`src/psam_params.svh`:
```
`ifndef PSAM_PARAMS_SVH
`define PSAM_PARAMS_SVH

// Register byte offsets on the bus
`define PSAM_OFF_TABLE_PAGE 8'h00
`define PSAM_OFF_VIS_PAGE 8'h04
`define PSAM_OFF_CORE_CTRL 8'h08
`define PSAM_OFF_STATUS 8'h0c

// Reset values
`define PSAM_PAGE_RESET 8'h00
`define PSAM_CC_RESET 16'h0000

// Core control field positions
`define PSAM_CC_VIS_BIT 2
`define PSAM_CC_PRIO_BIT 3

// Status register field positions
`define PSAM_ST_BLOCKED_BIT 0
`define PSAM_ST_PRIO_LSB 4

// Address geometry
`define PSAM_EA_MSB 15
`define PSAM_PM_CFG_BIT 23
`define PSAM_PM_WIDTH 24
`define PSAM_DS_WIDTH 16

// Program memory byte lane enables
`define PSAM_BE_LOW 3'h1
`define PSAM_BE_MID 3'h2
`define PSAM_BE_WORD 3'h3
`define PSAM_BE_UPPER 3'h4

`endif

```
`src/psam_pkg.sv`:
```
package psam_pkg;

    // Gray sequence idle -> issue -> return
    typedef enum logic [1:0] {
        PSAM_IDLE = 2'b00,
        PSAM_ISSUE = 2'b01,
        PSAM_RETURN = 2'b11
    } psam_state_t;

    typedef enum logic [1:0] {
        PSAM_P_DATA = 2'h0,
        PSAM_P_TABLE = 2'h1,
        PSAM_P_REMAP = 2'h2
    } psam_path_t;

    typedef struct packed {
        logic vis_en;
        logic prio_msb;
    } psam_cc_st_t;

    typedef struct packed {
        psam_state_t state;
        psam_path_t path;
        logic rdy;
        logic done;
        logic hi;
        logic byte_mode;
        logic ea0;
        logic [15:0] rdata;
        logic wb_ack;
        logic [31:0] wb_dat;
        logic [7:0] tpage;
        logic [7:0] vpage;
        logic blocked;
        logic [23:0] pm_addr;
        logic pm_cfg;
        logic pm_rd;
        logic pm_wr;
        logic [2:0] pm_be;
        logic [23:0] pm_wdata;
        logic [15:0] ds_addr;
        logic ds_rd;
        logic ds_wr;
        logic [1:0] ds_be;
        logic [15:0] ds_wdata;
        logic [3:0] cpu_prio;
    } psam_top_st_t;

endpackage : psam_pkg

```
`src/psam_top.sv`:
```
// Added by the designer: the Wishbone interface to the registers and the address map.
`include "psam_params.svh"

// Summary of operation
// - 24-bit program, 16-bit data, alignment kept
// - Table page is 8 bits, 32K words
// - Table address is page above EA
// - Page MSb selects configuration memory
// - Table access reaches every byte, upper too
// - Visibility page is 8 bits, 16K words
// - EA MSb set: page above EA[14:0]
// - Remapped accesses stay in user memory
// - Remapped window is read-only
// - Remapped read returns low word only
// - Priority MSb joins status bits 7:5
// - Unimplemented core control bits read zero
// - EA bit 15 unused; page bit 0 instead
module psam_top (
    input wire logic clk_i,
    input wire logic rst_i,
    input wire logic wb_cyc_i,
    input wire logic wb_stb_i,
    input wire logic wb_we_i,
    input wire logic [7:0] wb_adr_i,
    input wire logic [3:0] wb_sel_i,
    input wire logic [31:0] wb_dat_i,
    output logic [31:0] wb_dat_o,
    output logic wb_ack_o,
    input wire logic acc_req_i,
    input wire logic acc_tbl_i,
    input wire logic acc_we_i,
    input wire logic acc_byte_i,
    input wire logic acc_hi_i,
    input wire logic [15:0] acc_ea_i,
    input wire logic [15:0] acc_wdata_i,
    output logic acc_ready_o,
    output logic acc_done_o,
    output logic [15:0] acc_rdata_o,
    output logic [23:0] pm_addr_o,
    output logic pm_cfg_o,
    output logic pm_rd_o,
    output logic pm_wr_o,
    output logic [2:0] pm_be_o,
    output logic [23:0] pm_wdata_o,
    input wire logic [23:0] pm_rdata_i,
    output logic [15:0] ds_addr_o,
    output logic ds_rd_o,
    output logic ds_wr_o,
    output logic [1:0] ds_be_o,
    output logic [15:0] ds_wdata_o,
    input wire logic [15:0] ds_rdata_i,
    input wire logic [15:0] status_word_i,
    input wire logic prio_set_i,
    output logic [3:0] cpu_prio_o,
    output logic vis_en_o
);
    import psam_pkg::*;

    psam_top_st_t st_ff;
    psam_top_st_t nxt_st;

    logic wb_req;
    logic wb_commit;
    logic cc_wr;
    logic cc_vis_en;
    logic cc_prio_msb;
    logic [15:0] cc_value;
    logic take;
    logic is_remap;
    logic [31:0] rd_word;

    // Write lands on the edge where the master sees ack
    assign wb_req = wb_cyc_i && wb_stb_i;
    assign wb_commit = wb_req && st_ff.wb_ack && wb_we_i;
    assign cc_wr = wb_commit && (wb_adr_i == `PSAM_OFF_CORE_CTRL);

    psam_core_ctrl u_core_ctrl (
        .clk_i(clk_i),
        .rst_i(rst_i),
        .wr_i(cc_wr),
        .be_i(wb_sel_i[1:0]),
        .wdata_i(wb_dat_i[15:0]),
        .prio_set_i(prio_set_i),
        .vis_en_o(cc_vis_en),
        .prio_msb_o(cc_prio_msb),
        .value_o(cc_value)
    );

    assign take = (st_ff.state == PSAM_IDLE) && acc_req_i;
    assign is_remap = !acc_tbl_i && cc_vis_en && acc_ea_i[`PSAM_EA_MSB];

    // Read mux; unmapped offsets answer with zero
    always_comb begin
        rd_word = 32'h0000_0000;
        if (wb_adr_i == `PSAM_OFF_TABLE_PAGE) begin
            rd_word[7:0] = st_ff.tpage;
        end else if (wb_adr_i == `PSAM_OFF_VIS_PAGE) begin
            rd_word[7:0] = st_ff.vpage;
        end else if (wb_adr_i == `PSAM_OFF_CORE_CTRL) begin
            rd_word[15:0] = cc_value;
        end else if (wb_adr_i == `PSAM_OFF_STATUS) begin
            rd_word[`PSAM_ST_BLOCKED_BIT] = st_ff.blocked;
            rd_word[`PSAM_ST_PRIO_LSB +: 4] = st_ff.cpu_prio;
        end
    end

    always_comb begin
        nxt_st = st_ff;

        // Bus slave: one wait state, ack for exactly one cycle
        nxt_st.wb_ack = wb_req && !st_ff.wb_ack;
        nxt_st.wb_dat = (wb_req && !st_ff.wb_ack) ? rd_word : 32'h0000_0000;
        if (wb_commit && wb_sel_i[0]) begin
            if (wb_adr_i == `PSAM_OFF_TABLE_PAGE) begin
                nxt_st.tpage = wb_dat_i[7:0];
            end else if (wb_adr_i == `PSAM_OFF_VIS_PAGE) begin
                nxt_st.vpage = wb_dat_i[7:0];
            end else if (wb_adr_i == `PSAM_OFF_STATUS) begin
                if (wb_dat_i[`PSAM_ST_BLOCKED_BIT]) begin
                    nxt_st.blocked = 1'b0;
                end
            end
        end

        nxt_st.cpu_prio = {cc_prio_msb, status_word_i[7:5]};

        case (st_ff.state)
            PSAM_IDLE: begin
                nxt_st.done = 1'b0;
                if (take) begin
                    nxt_st.state = PSAM_ISSUE;
                    nxt_st.rdy = 1'b0;
                    nxt_st.hi = acc_hi_i;
                    nxt_st.byte_mode = acc_byte_i;
                    nxt_st.ea0 = acc_ea_i[0];
                    if (acc_tbl_i) begin
                        nxt_st.path = PSAM_P_TABLE;
                        // Page above the whole EA keeps word alignment
                        nxt_st.pm_addr = {st_ff.tpage, acc_ea_i};
                        nxt_st.pm_cfg = st_ff.tpage[7];
                        nxt_st.pm_rd = !acc_we_i;
                        nxt_st.pm_wr = acc_we_i;
                        if (acc_hi_i) begin
                            nxt_st.pm_be = `PSAM_BE_UPPER;
                        end else if (acc_byte_i) begin
                            nxt_st.pm_be = acc_ea_i[0] ? `PSAM_BE_MID : `PSAM_BE_LOW;
                        end else begin
                            nxt_st.pm_be = `PSAM_BE_WORD;
                        end
                        nxt_st.pm_wdata[23:16] = acc_wdata_i[7:0];
                        nxt_st.pm_wdata[15:0] = (acc_byte_i && acc_ea_i[0]) ?
                            {acc_wdata_i[7:0], 8'h00} : acc_wdata_i;
                    end else if (is_remap) begin
                        nxt_st.path = PSAM_P_REMAP;
                        // EA bit 15 dropped; page bit 0 lands there
                        nxt_st.pm_addr = {1'b0, st_ff.vpage, acc_ea_i[14:0]};
                        nxt_st.pm_cfg = 1'b0;
                        nxt_st.pm_rd = !acc_we_i;
                        nxt_st.pm_wr = 1'b0;
                        nxt_st.pm_be = `PSAM_BE_WORD;
                        nxt_st.pm_wdata = 24'h00_0000;
                        if (acc_we_i) begin
                            nxt_st.blocked = 1'b1;
                        end
                    end else begin
                        nxt_st.path = PSAM_P_DATA;
                        nxt_st.ds_addr = acc_ea_i;
                        nxt_st.ds_rd = !acc_we_i;
                        nxt_st.ds_wr = acc_we_i;
                        if (acc_byte_i) begin
                            nxt_st.ds_be = acc_ea_i[0] ? 2'h2 : 2'h1;
                        end else begin
                            nxt_st.ds_be = 2'h3;
                        end
                        nxt_st.ds_wdata = (acc_byte_i && acc_ea_i[0]) ?
                            {acc_wdata_i[7:0], 8'h00} : acc_wdata_i;
                    end
                end
            end
            PSAM_ISSUE: begin
                nxt_st.state = PSAM_RETURN;
                nxt_st.done = 1'b1;
                nxt_st.pm_rd = 1'b0;
                nxt_st.pm_wr = 1'b0;
                nxt_st.ds_rd = 1'b0;
                nxt_st.ds_wr = 1'b0;
                case (st_ff.path)
                    PSAM_P_TABLE: begin
                        if (st_ff.hi) begin
                            nxt_st.rdata = {8'h00, pm_rdata_i[23:16]};
                        end else if (st_ff.byte_mode) begin
                            nxt_st.rdata = st_ff.ea0 ?
                                {8'h00, pm_rdata_i[15:8]} : {8'h00, pm_rdata_i[7:0]};
                        end else begin
                            nxt_st.rdata = pm_rdata_i[15:0];
                        end
                    end
                    PSAM_P_REMAP: begin
                        // Upper byte never reaches the data side
                        if (st_ff.byte_mode) begin
                            nxt_st.rdata = st_ff.ea0 ?
                                {8'h00, pm_rdata_i[15:8]} : {8'h00, pm_rdata_i[7:0]};
                        end else begin
                            nxt_st.rdata = pm_rdata_i[15:0];
                        end
                    end
                    default: begin
                        if (st_ff.byte_mode) begin
                            nxt_st.rdata = st_ff.ea0 ?
                                {8'h00, ds_rdata_i[15:8]} : {8'h00, ds_rdata_i[7:0]};
                        end else begin
                            nxt_st.rdata = ds_rdata_i;
                        end
                    end
                endcase
            end
            PSAM_RETURN: begin
                nxt_st.state = PSAM_IDLE;
                nxt_st.done = 1'b0;
                nxt_st.rdy = 1'b1;
            end
            default: begin
                nxt_st.state = PSAM_IDLE;
                nxt_st.rdy = 1'b1;
            end
        endcase
    end

    always_ff @(posedge clk_i) begin
        if (rst_i) begin
            st_ff <= '0;
            st_ff.rdy <= 1'b1;
            st_ff.tpage <= `PSAM_PAGE_RESET;
            st_ff.vpage <= `PSAM_PAGE_RESET;
        end else begin
            st_ff <= nxt_st;
        end
    end

    assign wb_dat_o = st_ff.wb_dat;
    assign wb_ack_o = st_ff.wb_ack;
    assign acc_ready_o = st_ff.rdy;
    assign acc_done_o = st_ff.done;
    assign acc_rdata_o = st_ff.rdata;
    assign pm_addr_o = st_ff.pm_addr;
    assign pm_cfg_o = st_ff.pm_cfg;
    assign pm_rd_o = st_ff.pm_rd;
    assign pm_wr_o = st_ff.pm_wr;
    assign pm_be_o = st_ff.pm_be;
    assign pm_wdata_o = st_ff.pm_wdata;
    assign ds_addr_o = st_ff.ds_addr;
    assign ds_rd_o = st_ff.ds_rd;
    assign ds_wr_o = st_ff.ds_wr;
    assign ds_be_o = st_ff.ds_be;
    assign ds_wdata_o = st_ff.ds_wdata;
    assign cpu_prio_o = st_ff.cpu_prio;
    assign vis_en_o = cc_vis_en;
endmodule : psam_top

```
`src/psam_core_ctrl.sv`:
```
`include "psam_params.svh"

module psam_core_ctrl (
    input wire logic clk_i,
    input wire logic rst_i,
    input wire logic wr_i,
    input wire logic [1:0] be_i,
    input wire logic [15:0] wdata_i,
    input wire logic prio_set_i,
    output logic vis_en_o,
    output logic prio_msb_o,
    output logic [15:0] value_o
);
    import psam_pkg::*;

    psam_cc_st_t st_ff;
    psam_cc_st_t nxt_st;

    always_comb begin
        nxt_st = st_ff;
        if (wr_i && be_i[0]) begin
            nxt_st.vis_en = wdata_i[`PSAM_CC_VIS_BIT];
            // Software may only clear the priority bit
            if (!wdata_i[`PSAM_CC_PRIO_BIT]) begin
                nxt_st.prio_msb = 1'b0;
            end
        end
        // Hardware set beats a same-cycle clear
        if (prio_set_i) begin
            nxt_st.prio_msb = 1'b1;
        end
    end

    always_ff @(posedge clk_i) begin
        if (rst_i) begin
            st_ff <= '0;
        end else begin
            st_ff <= nxt_st;
        end
    end

    assign vis_en_o = st_ff.vis_en;
    assign prio_msb_o = st_ff.prio_msb;

    always_comb begin
        value_o = `PSAM_CC_RESET;
        value_o[`PSAM_CC_VIS_BIT] = st_ff.vis_en;
        value_o[`PSAM_CC_PRIO_BIT] = st_ff.prio_msb;
    end
endmodule : psam_core_ctrl

```
`config.mk`:
```
export PLATFORM = sky130hd
export DESIGN_NAME = psam_top
export DESIGN_NICKNAME = d
export VERILOG_FILES = /design/src/psam_pkg.sv /design/src/psam_top.sv /design/src/psam_core_ctrl.sv
export VERILOG_INCLUDE_DIRS = /design/src /design/src/src
export SDC_FILE = /design/constraint.sdc
export NUM_CORES = 1
export LEC_CHECK = 0
export BUFFER_PORTS_ARGS = -buffer_cell sky130_fd_sc_hd__buf_2
export CAP_MARGIN = 30
export CORE_ASPECT_RATIO = 0.6
export CORE_MARGIN = 4
export CORE_UTILIZATION = 49
export CTS_CLUSTER_SIZE = 40
export DETAILED_ROUTE_END_ITERATION = 12
export PLACE_DENSITY = 0.86
export SYNTH_ARGS = -nofsm -noshare
export SYNTH_HDL_FRONTEND = slang
export SYNTH_SLANG_ARGS = --single-unit
```
`constraint.sdc`:
```
create_clock -name clk_i -period 2.25 [get_ports clk_i]
set_clock_uncertainty 0.1 [all_clocks]
set_input_delay 0.45 -clock clk_i [delete_from_list [all_inputs] [get_ports clk_i]]
set_output_delay 0.45 -clock clk_i [all_outputs]
set_load 0.02 [all_outputs]
```
==> flow_summary.ini, run 1 <==
[die]
rows = 33
dieArea_um2 = 16500
boundaryPins = 289
die_x_um = 163
core_area_um2 = 13900
start_util = 0.510
die_h_um = 101

[run_status]
status = finished clean

[synth]
synth-compound-area-share = 0.154
synth_top_family_by_area = buffers and inverters
async_flop_share = 0
synth_cells = 811
yosys.area_share.simple = 0.161
synth_seq_cells = 146
yosys_warnings = 0
synth_xor_area_frac = 0
synth_adder_area_share = 0.0106
ys.flop_type = dfxtp_1
seq_area_frac_synth = 0.412
syn-cell-area_um2 = 7090
yosysUniqueCellTypes = 52
synthMuxAreaShare = 0.0728
synth_edf_count = 0
avgSynthCellArea_um2 = 8.75

[detailed_routing]
antenna_left = 0
dr_total_vias = 5856
wirelength_mm = 18.6
route.detailed.drc = 0
wl_met1_mm = 8.26
route.met2.wl_mm = 8.39
wl_met3_mm = 1.73
via_per_inst = 5.24
firstDrtPassIters = 5
drt-wirelength-per-cell_um = 16.6
dr.max_layer_used = met5
first_iter_violations = 446

[grt]
antenna_found_initial = 1
grt_max_degree = 44
overflow = 0
grt_pass1_wl_mm = 28.3
track_usage = 0.215
grt_pass1_vias = 5395

[cts]
clk_latency_ns = 0.40
h-tree-depth = 4
cts_resized = 0
cts_setup_buffers = 0
path_clk_slew_ns = 0.07
tritoncts.num_buffers = 17
clock_tree.root_cell = clkbuf_16
cts.path.max_buffers = 2
clkSinkCount = 146
cts_tree = built
hold_buffers = 0

[finish]
diodes = 0
final_nets = 1061
drive_gt1_frac = 0.336
area_delta_synth_final_pct = 12.8

[timing]
worst_hold_slack_ns = 0.150
setup_tns_ns = 0
tightest_slew_ns = 0.788
drv_slew = 0
rsz0062_at_grt = no
finalCritPeriodShare = 0.892
finalCriticalPeriod_ns = 2.01
finalHoldViolations = 0
max_freq_mhz = 498
relSlewSlack = 0.473
setup_viol = 0

[place]
portBuffers = 224
place_hpwl_mm = 13.9
place_congestion = 0.863

[critical_path]
cp.arrival_ns = 2.24
start_kind = flip-flop
path_max_fanout = 26
critPathCaptureType = flip-flop
path_class = reg -> reg
crit_required_ns = 2.48

[pwr]
finalPower_mw = 6.94
leakagePower_nw = 3.70
pwr_density_cell_nw_per_um2 = 867
peakVddDrop_v = 0.000447

[job]
max_cap_viol_count = 0

[min_path]
hold_path.class = in -> reg
[cells in the mapped netlist (2+ instances only)]
master / instances / area (µm²)
a21oi_1: 74 / 370
a2bb2oi_1: 8 / 70.1
nand2_1: 89 / 334
and3_1: 11 / 68.8
a22oi_1: 24 / 180
nand3_1: 11 / 55.1
mux2i_1: 37 / 370
a21oi_2: 2 / 17.5
nand2b_1: 10 / 62.6
inv_1: 10 / 37.5
buf_1: 2 / 7.51
o41ai_1: 2 / 17.5
nor3_1: 11 / 55.1
buf_2: 12 / 60.1
nand2_2: 3 / 18.8
clkbuf_1: 24 / 90.1
o211ai_1: 10 / 75.1
buf_4: 141 / 1060
or3_1: 2 / 12.5
dfxtp_1: 146 / 2920
buf_6: 8 / 90.1
a211oi_1: 13 / 97.6
nor2_1: 78 / 293
nand4_1: 3 / 18.8
nor2b_1: 8 / 50.1
a211oi_2: 5 / 62.6
nor3b_1: 7 / 52.6
ha_1: 6 / 75.1
o21ai_0: 11 / 55.1
a221oi_1: 8 / 70.1
mux2_2: 13 / 146
and2_1: 2 / 12.5
[worst max-delay path, cell delays in order (launching register included)]
cell,delay (ns)
dfxtp_1,0.36
inv_1,0.09
ha_1,0.24
and2_1,0.26
o21ai_4,0.32
buf_4,0.34
nand2_1,0.08
a21oi_1,0.15
[flip-flops by register name, indices dropped and copies added (netlist names), 2 cells and up]
| signal | flops |
|---|---|
| wb_dat_o | 8 |
| ds_addr_o | 16 |
| cpu_prio_o | 4 |
| ds_wdata_o | 16 |
| pm_wdata_o | 24 |
| ds_be_o | 2 |
| st_ff | 24 |
| acc_rdata_o | 16 |
| pm_be_o | 3 |
| pm_addr_o | 24 |
[layout make-up]
type | instances | area (µm²)
fill | 1265 | 5910
clock buffer | 20 | 467
tap | 192 | 240
clock inverter | 12 | 113
multi-input combinational | 491 | 2920
timing repair buffer | 246 | 1300
sequential | 146 | 2920
inverter | 10 | 37.5
[stage by stage]
step                      instances  area (µm²)  worst slack (ns)  utilization
final                          1117        8000             0.243        0.575
after global placement         1085        7420             0.163        0.533
after detailed placement       1085        7420            0.0901        0.533
after floorplan                 834        7180             0.510            -
after global routing           1117        8000            0.0595        0.575
after CTS                      1117        8000             0.211        0.575
[logic make-up (layout without fill, tap and decap cells)]
logic type               Yosys count  after routing
AND/OR/NAND/NOR                  245            245
other                              1             24
AO/OA/AOI/OAI                    166            166
flip-flops                       146            146
adder cells (fa/ha/maj)            6              6
multiplexers                      50             50
buffers and inverters            197            288
[cell usage in the layout (no fill, tap or decap), types with 3 or more instances in the layout]
cell type / n
ha_1: 6
dfxtp_1: 146
buf_4: 22
o211ai_1: 10
a22oi_1: 24
a211oi_1: 13
nor3b_1: 7
nor2b_1: 8
mux2_2: 13
inv_6: 3
nor3_1: 11
a221oi_1: 8
o21ai_0: 11
clkbuf_8: 3
and3_1: 11
buf_2: 223
nand2_2: 3
inv_1: 10
nand2b_1: 10
clkbuf_16: 17
nand3_1: 11
a2bb2oi_1: 8
nand2_1: 89
a21oi_1: 74
nor2_1: 78
nand4_1: 3
a211oi_2: 5
conb_1: 24
mux2i_1: 37
inv_8: 5
[per-layer routing]
metal,GRT usage,up-vias
met5,0,-
met4,0.0573,2
met3,0.0598,21
met2,0.339,244
met1,0.292,2764
li1,-,2825
[final timing paths]
kind                          from            end  slack [ns]  cells past startpoint
setup / recovery        st_ff[167]  pm_addr_o[13]        0.24                      7
hold / removal    status_word_i[7]  cpu_prio_o[2]        0.15                      2
setup reg to reg        st_ff[167]  pm_addr_o[13]        0.24                      7
hold reg to reg       pm_addr_o[3]   pm_addr_o[3]        0.35                      2
[power by group]
part / switching, mW / leakage [nW] / internal, mW
clock: 1.19 / 0.287 / 1.55
sequential: 0.105 / 1.19 / 2.77
combinational: 0.852 / 2.22 / 0.465
Note: power is estimated with default switching activity, not from simulation.
==> inputs of run 2 (changes only) <==
Settings changed: ABC_AREA set to 1.
==> flow_summary.ini, run 2 <==
[finish]
post-route-util = 0.578
drive_gt1_frac = 0.265
area_delta_synth_final_pct = 13.1
diodes = 0
mostFrequentLayoutCell = buf_2
final_cell_mix = 224 x buf_2, 166 x nand2_1, 151 x nor2_1
fill_cells = 1364
final_nets = 1242
instances_no_fill = 1298
postLayoutCellArea_um2 = 8070

[synth]
yosysTopAreaCellShare = 0.410
async_flop_share = 0
syn-cell-area_um2 = 7130
synth_cells = 993
synth.most_common_cell = nand2_1
synth_edf_count = 0
yosysUniqueCellTypes = 29
netlist_top_cells_area = dfxtp_1 41%, buf_4 15%, nand2_1 8.7%
avgSynthCellArea_um2 = 7.18
seq_area_frac_synth = 0.410
yosysTopAreaCell = dfxtp_1
yosys_warnings = 0
yosys-top-cells-count = 166 x nand2_1, 151 x nor2_1, 146 x dfxtp_1
ys.flop_type = dfxtp_1
synth_seq_cells = 146

[cts]
cts_resized = 0
clk_latency_ns = 0.41
clkSinkCount = 146
hold_buffers = 0
clock_tree.root_cell = clkbuf_16
path_clk_slew_ns = 0.07
cts.path.max_buffers = 2
cts_setup_buffers = 0
tritoncts.num_buffers = 17
cts_tree = built
h-tree-depth = 4

[die]
core_area_um2 = 14000
die_x_um = 164
die_h_um = 101
rows = 33
start_util = 0.511
dieArea_um2 = 16600
boundaryPins = 289

[critical_path]
path_max_fanout = 16
cp.arrival_ns = 2.13
start_kind = flip-flop
path_buf_inv = 1
r2r-start = st_ff[166]
crit_end = acc_rdata_o[7]
crit_required_ns = 2.45
critPathCaptureType = flip-flop
cpMaxStageDelayCell = a21oi_2
r2r_slack_ns = 0.32
path_class = reg -> reg
crit_start = st_ff[166]
reg2regPathDepth = 6
path_cells = inv_1 > ha_1 > a21oi_2 > o21ai_0 > a21oi_1 > nor2_1
max_stage_delay_ns = 0.53
cpLargestDelayFamily = compound AO/OA/AOI/OAI gates
worstReg2RegEnd = acc_rdata_o[7]
crit_cells = 6

[grt]
grt_pass1_vias = 5898
antenna_found_initial = 1
track_usage = 0.229
overflow = 0
grt_pass1_wl_mm = 30.2
grt_max_degree = 53

[timing]
tightest_slew_ns = 0.663
drv_slew = 0
finalWorstSetupSlack_ns = 0.317
max_freq_mhz = 517
finalCriticalPeriod_ns = 1.93
rsz0062_at_grt = no
setup_tns_ns = 0
worst_hold_slack_ns = 0.148
finalHoldViolations = 0
setup_viol = 0
finalCritPeriodShare = 0.859
relSlewSlack = 0.558

[detailed_routing]
antenna_left = 0
wirelength_mm = 19.6
route.detailed.drc = 0
via_per_inst = 4.93
firstDrtPassIters = 6
dr_total_vias = 6395
first_iter_violations = 580
drt-wirelength-per-cell_um = 15.1

[pwr]
leakagePower_nw = 3.95
peakVddDrop_v = 0.000412
pwr_density_cell_nw_per_um2 = 884
finalPower_mw = 7.13

[min_path]
holdCritStartpoint = status_word_i[5]
hold_path.class = in -> reg

[place]
place_congestion = 0.942
place_area_um2 = 7500
portBuffers = 224
place_ws_ns = 0.343
place_hpwl_mm = 14.7
place_inst = 1266

[run_status]
status = finished clean

[job]
max_cap_viol_count = 0
==> run 2: how the worst min path moves through the flow <==
stage | end | slack (ns) | cells past startpoint
floorplan | cpu_prio_o[3] | 0.31 | 2
global placement | cpu_prio_o[3] | 0.33 | 2
detailed placement | cpu_prio_o[3] | 0.33 | 2
CTS | cpu_prio_o[0] | 0.14 | 3
global route | cpu_prio_o[0] | 0.14 | 3
finish | cpu_prio_o[0] | 0.15 | 3
==> run 2: worst register-to-register path, delay by kind of cell, from the launching register on <==
kind / cells / cell delay, ns
DFF: 1 / 0.38
buffers and inverters: 1 / 0.06
adders and majority gates: 1 / 0.20
and+or+nand+nor: 1 / 0.07
AOI/OAI and AO/OA: 3 / 1.02
==> run 2: final cells by class <==
| cell class | count | area (µm²) | area share |
|---|---|---|---|
| clock inverter | 13 | 115 | 0.0143 |
| multi-input combinational | 616 | 2780 | 0.344 |
| timing repair buffer | 241 | 1290 | 0.159 |
| inverter | 71 | 272 | 0.0337 |
| clock buffer | 19 | 453 | 0.0562 |
| tap | 192 | 240 | 0.0298 |
| sequential | 146 | 2920 | 0.362 |
==> run 2: where the power goes <==
group          switching, mW  total, mW  leakage, nW  internal [mW]
clock                   1.19       2.70        0.272           1.51
sequential             0.120       2.94         1.19           2.82
combinational           1.01       1.48         2.49          0.475
total                   2.32       7.13         3.95           4.80
==> run 2: cell families after synthesis <==
group | count (synthesis) | synth area share
AOI/OAI and AO/OA | 223 | 0.158
DFF | 146 | 0.410
adders and majority gates | 6 | 0.0105
and+or+nand+nor | 363 | 0.207
other | 1 | 0.000526
buffers and inverters | 254 | 0.214
==> run 2: per-layer routing <==
metal / vias to the layer above / GRT usage / routed length [µm]
met5: - / 0 / 13
li1: 3198 / - / -
met3: 25 / 0.0720 / 2180
met2: 295 / 0.342 / 8390
met4: 2 / 0.0573 / 199
met1: 2875 / 0.323 / 8800
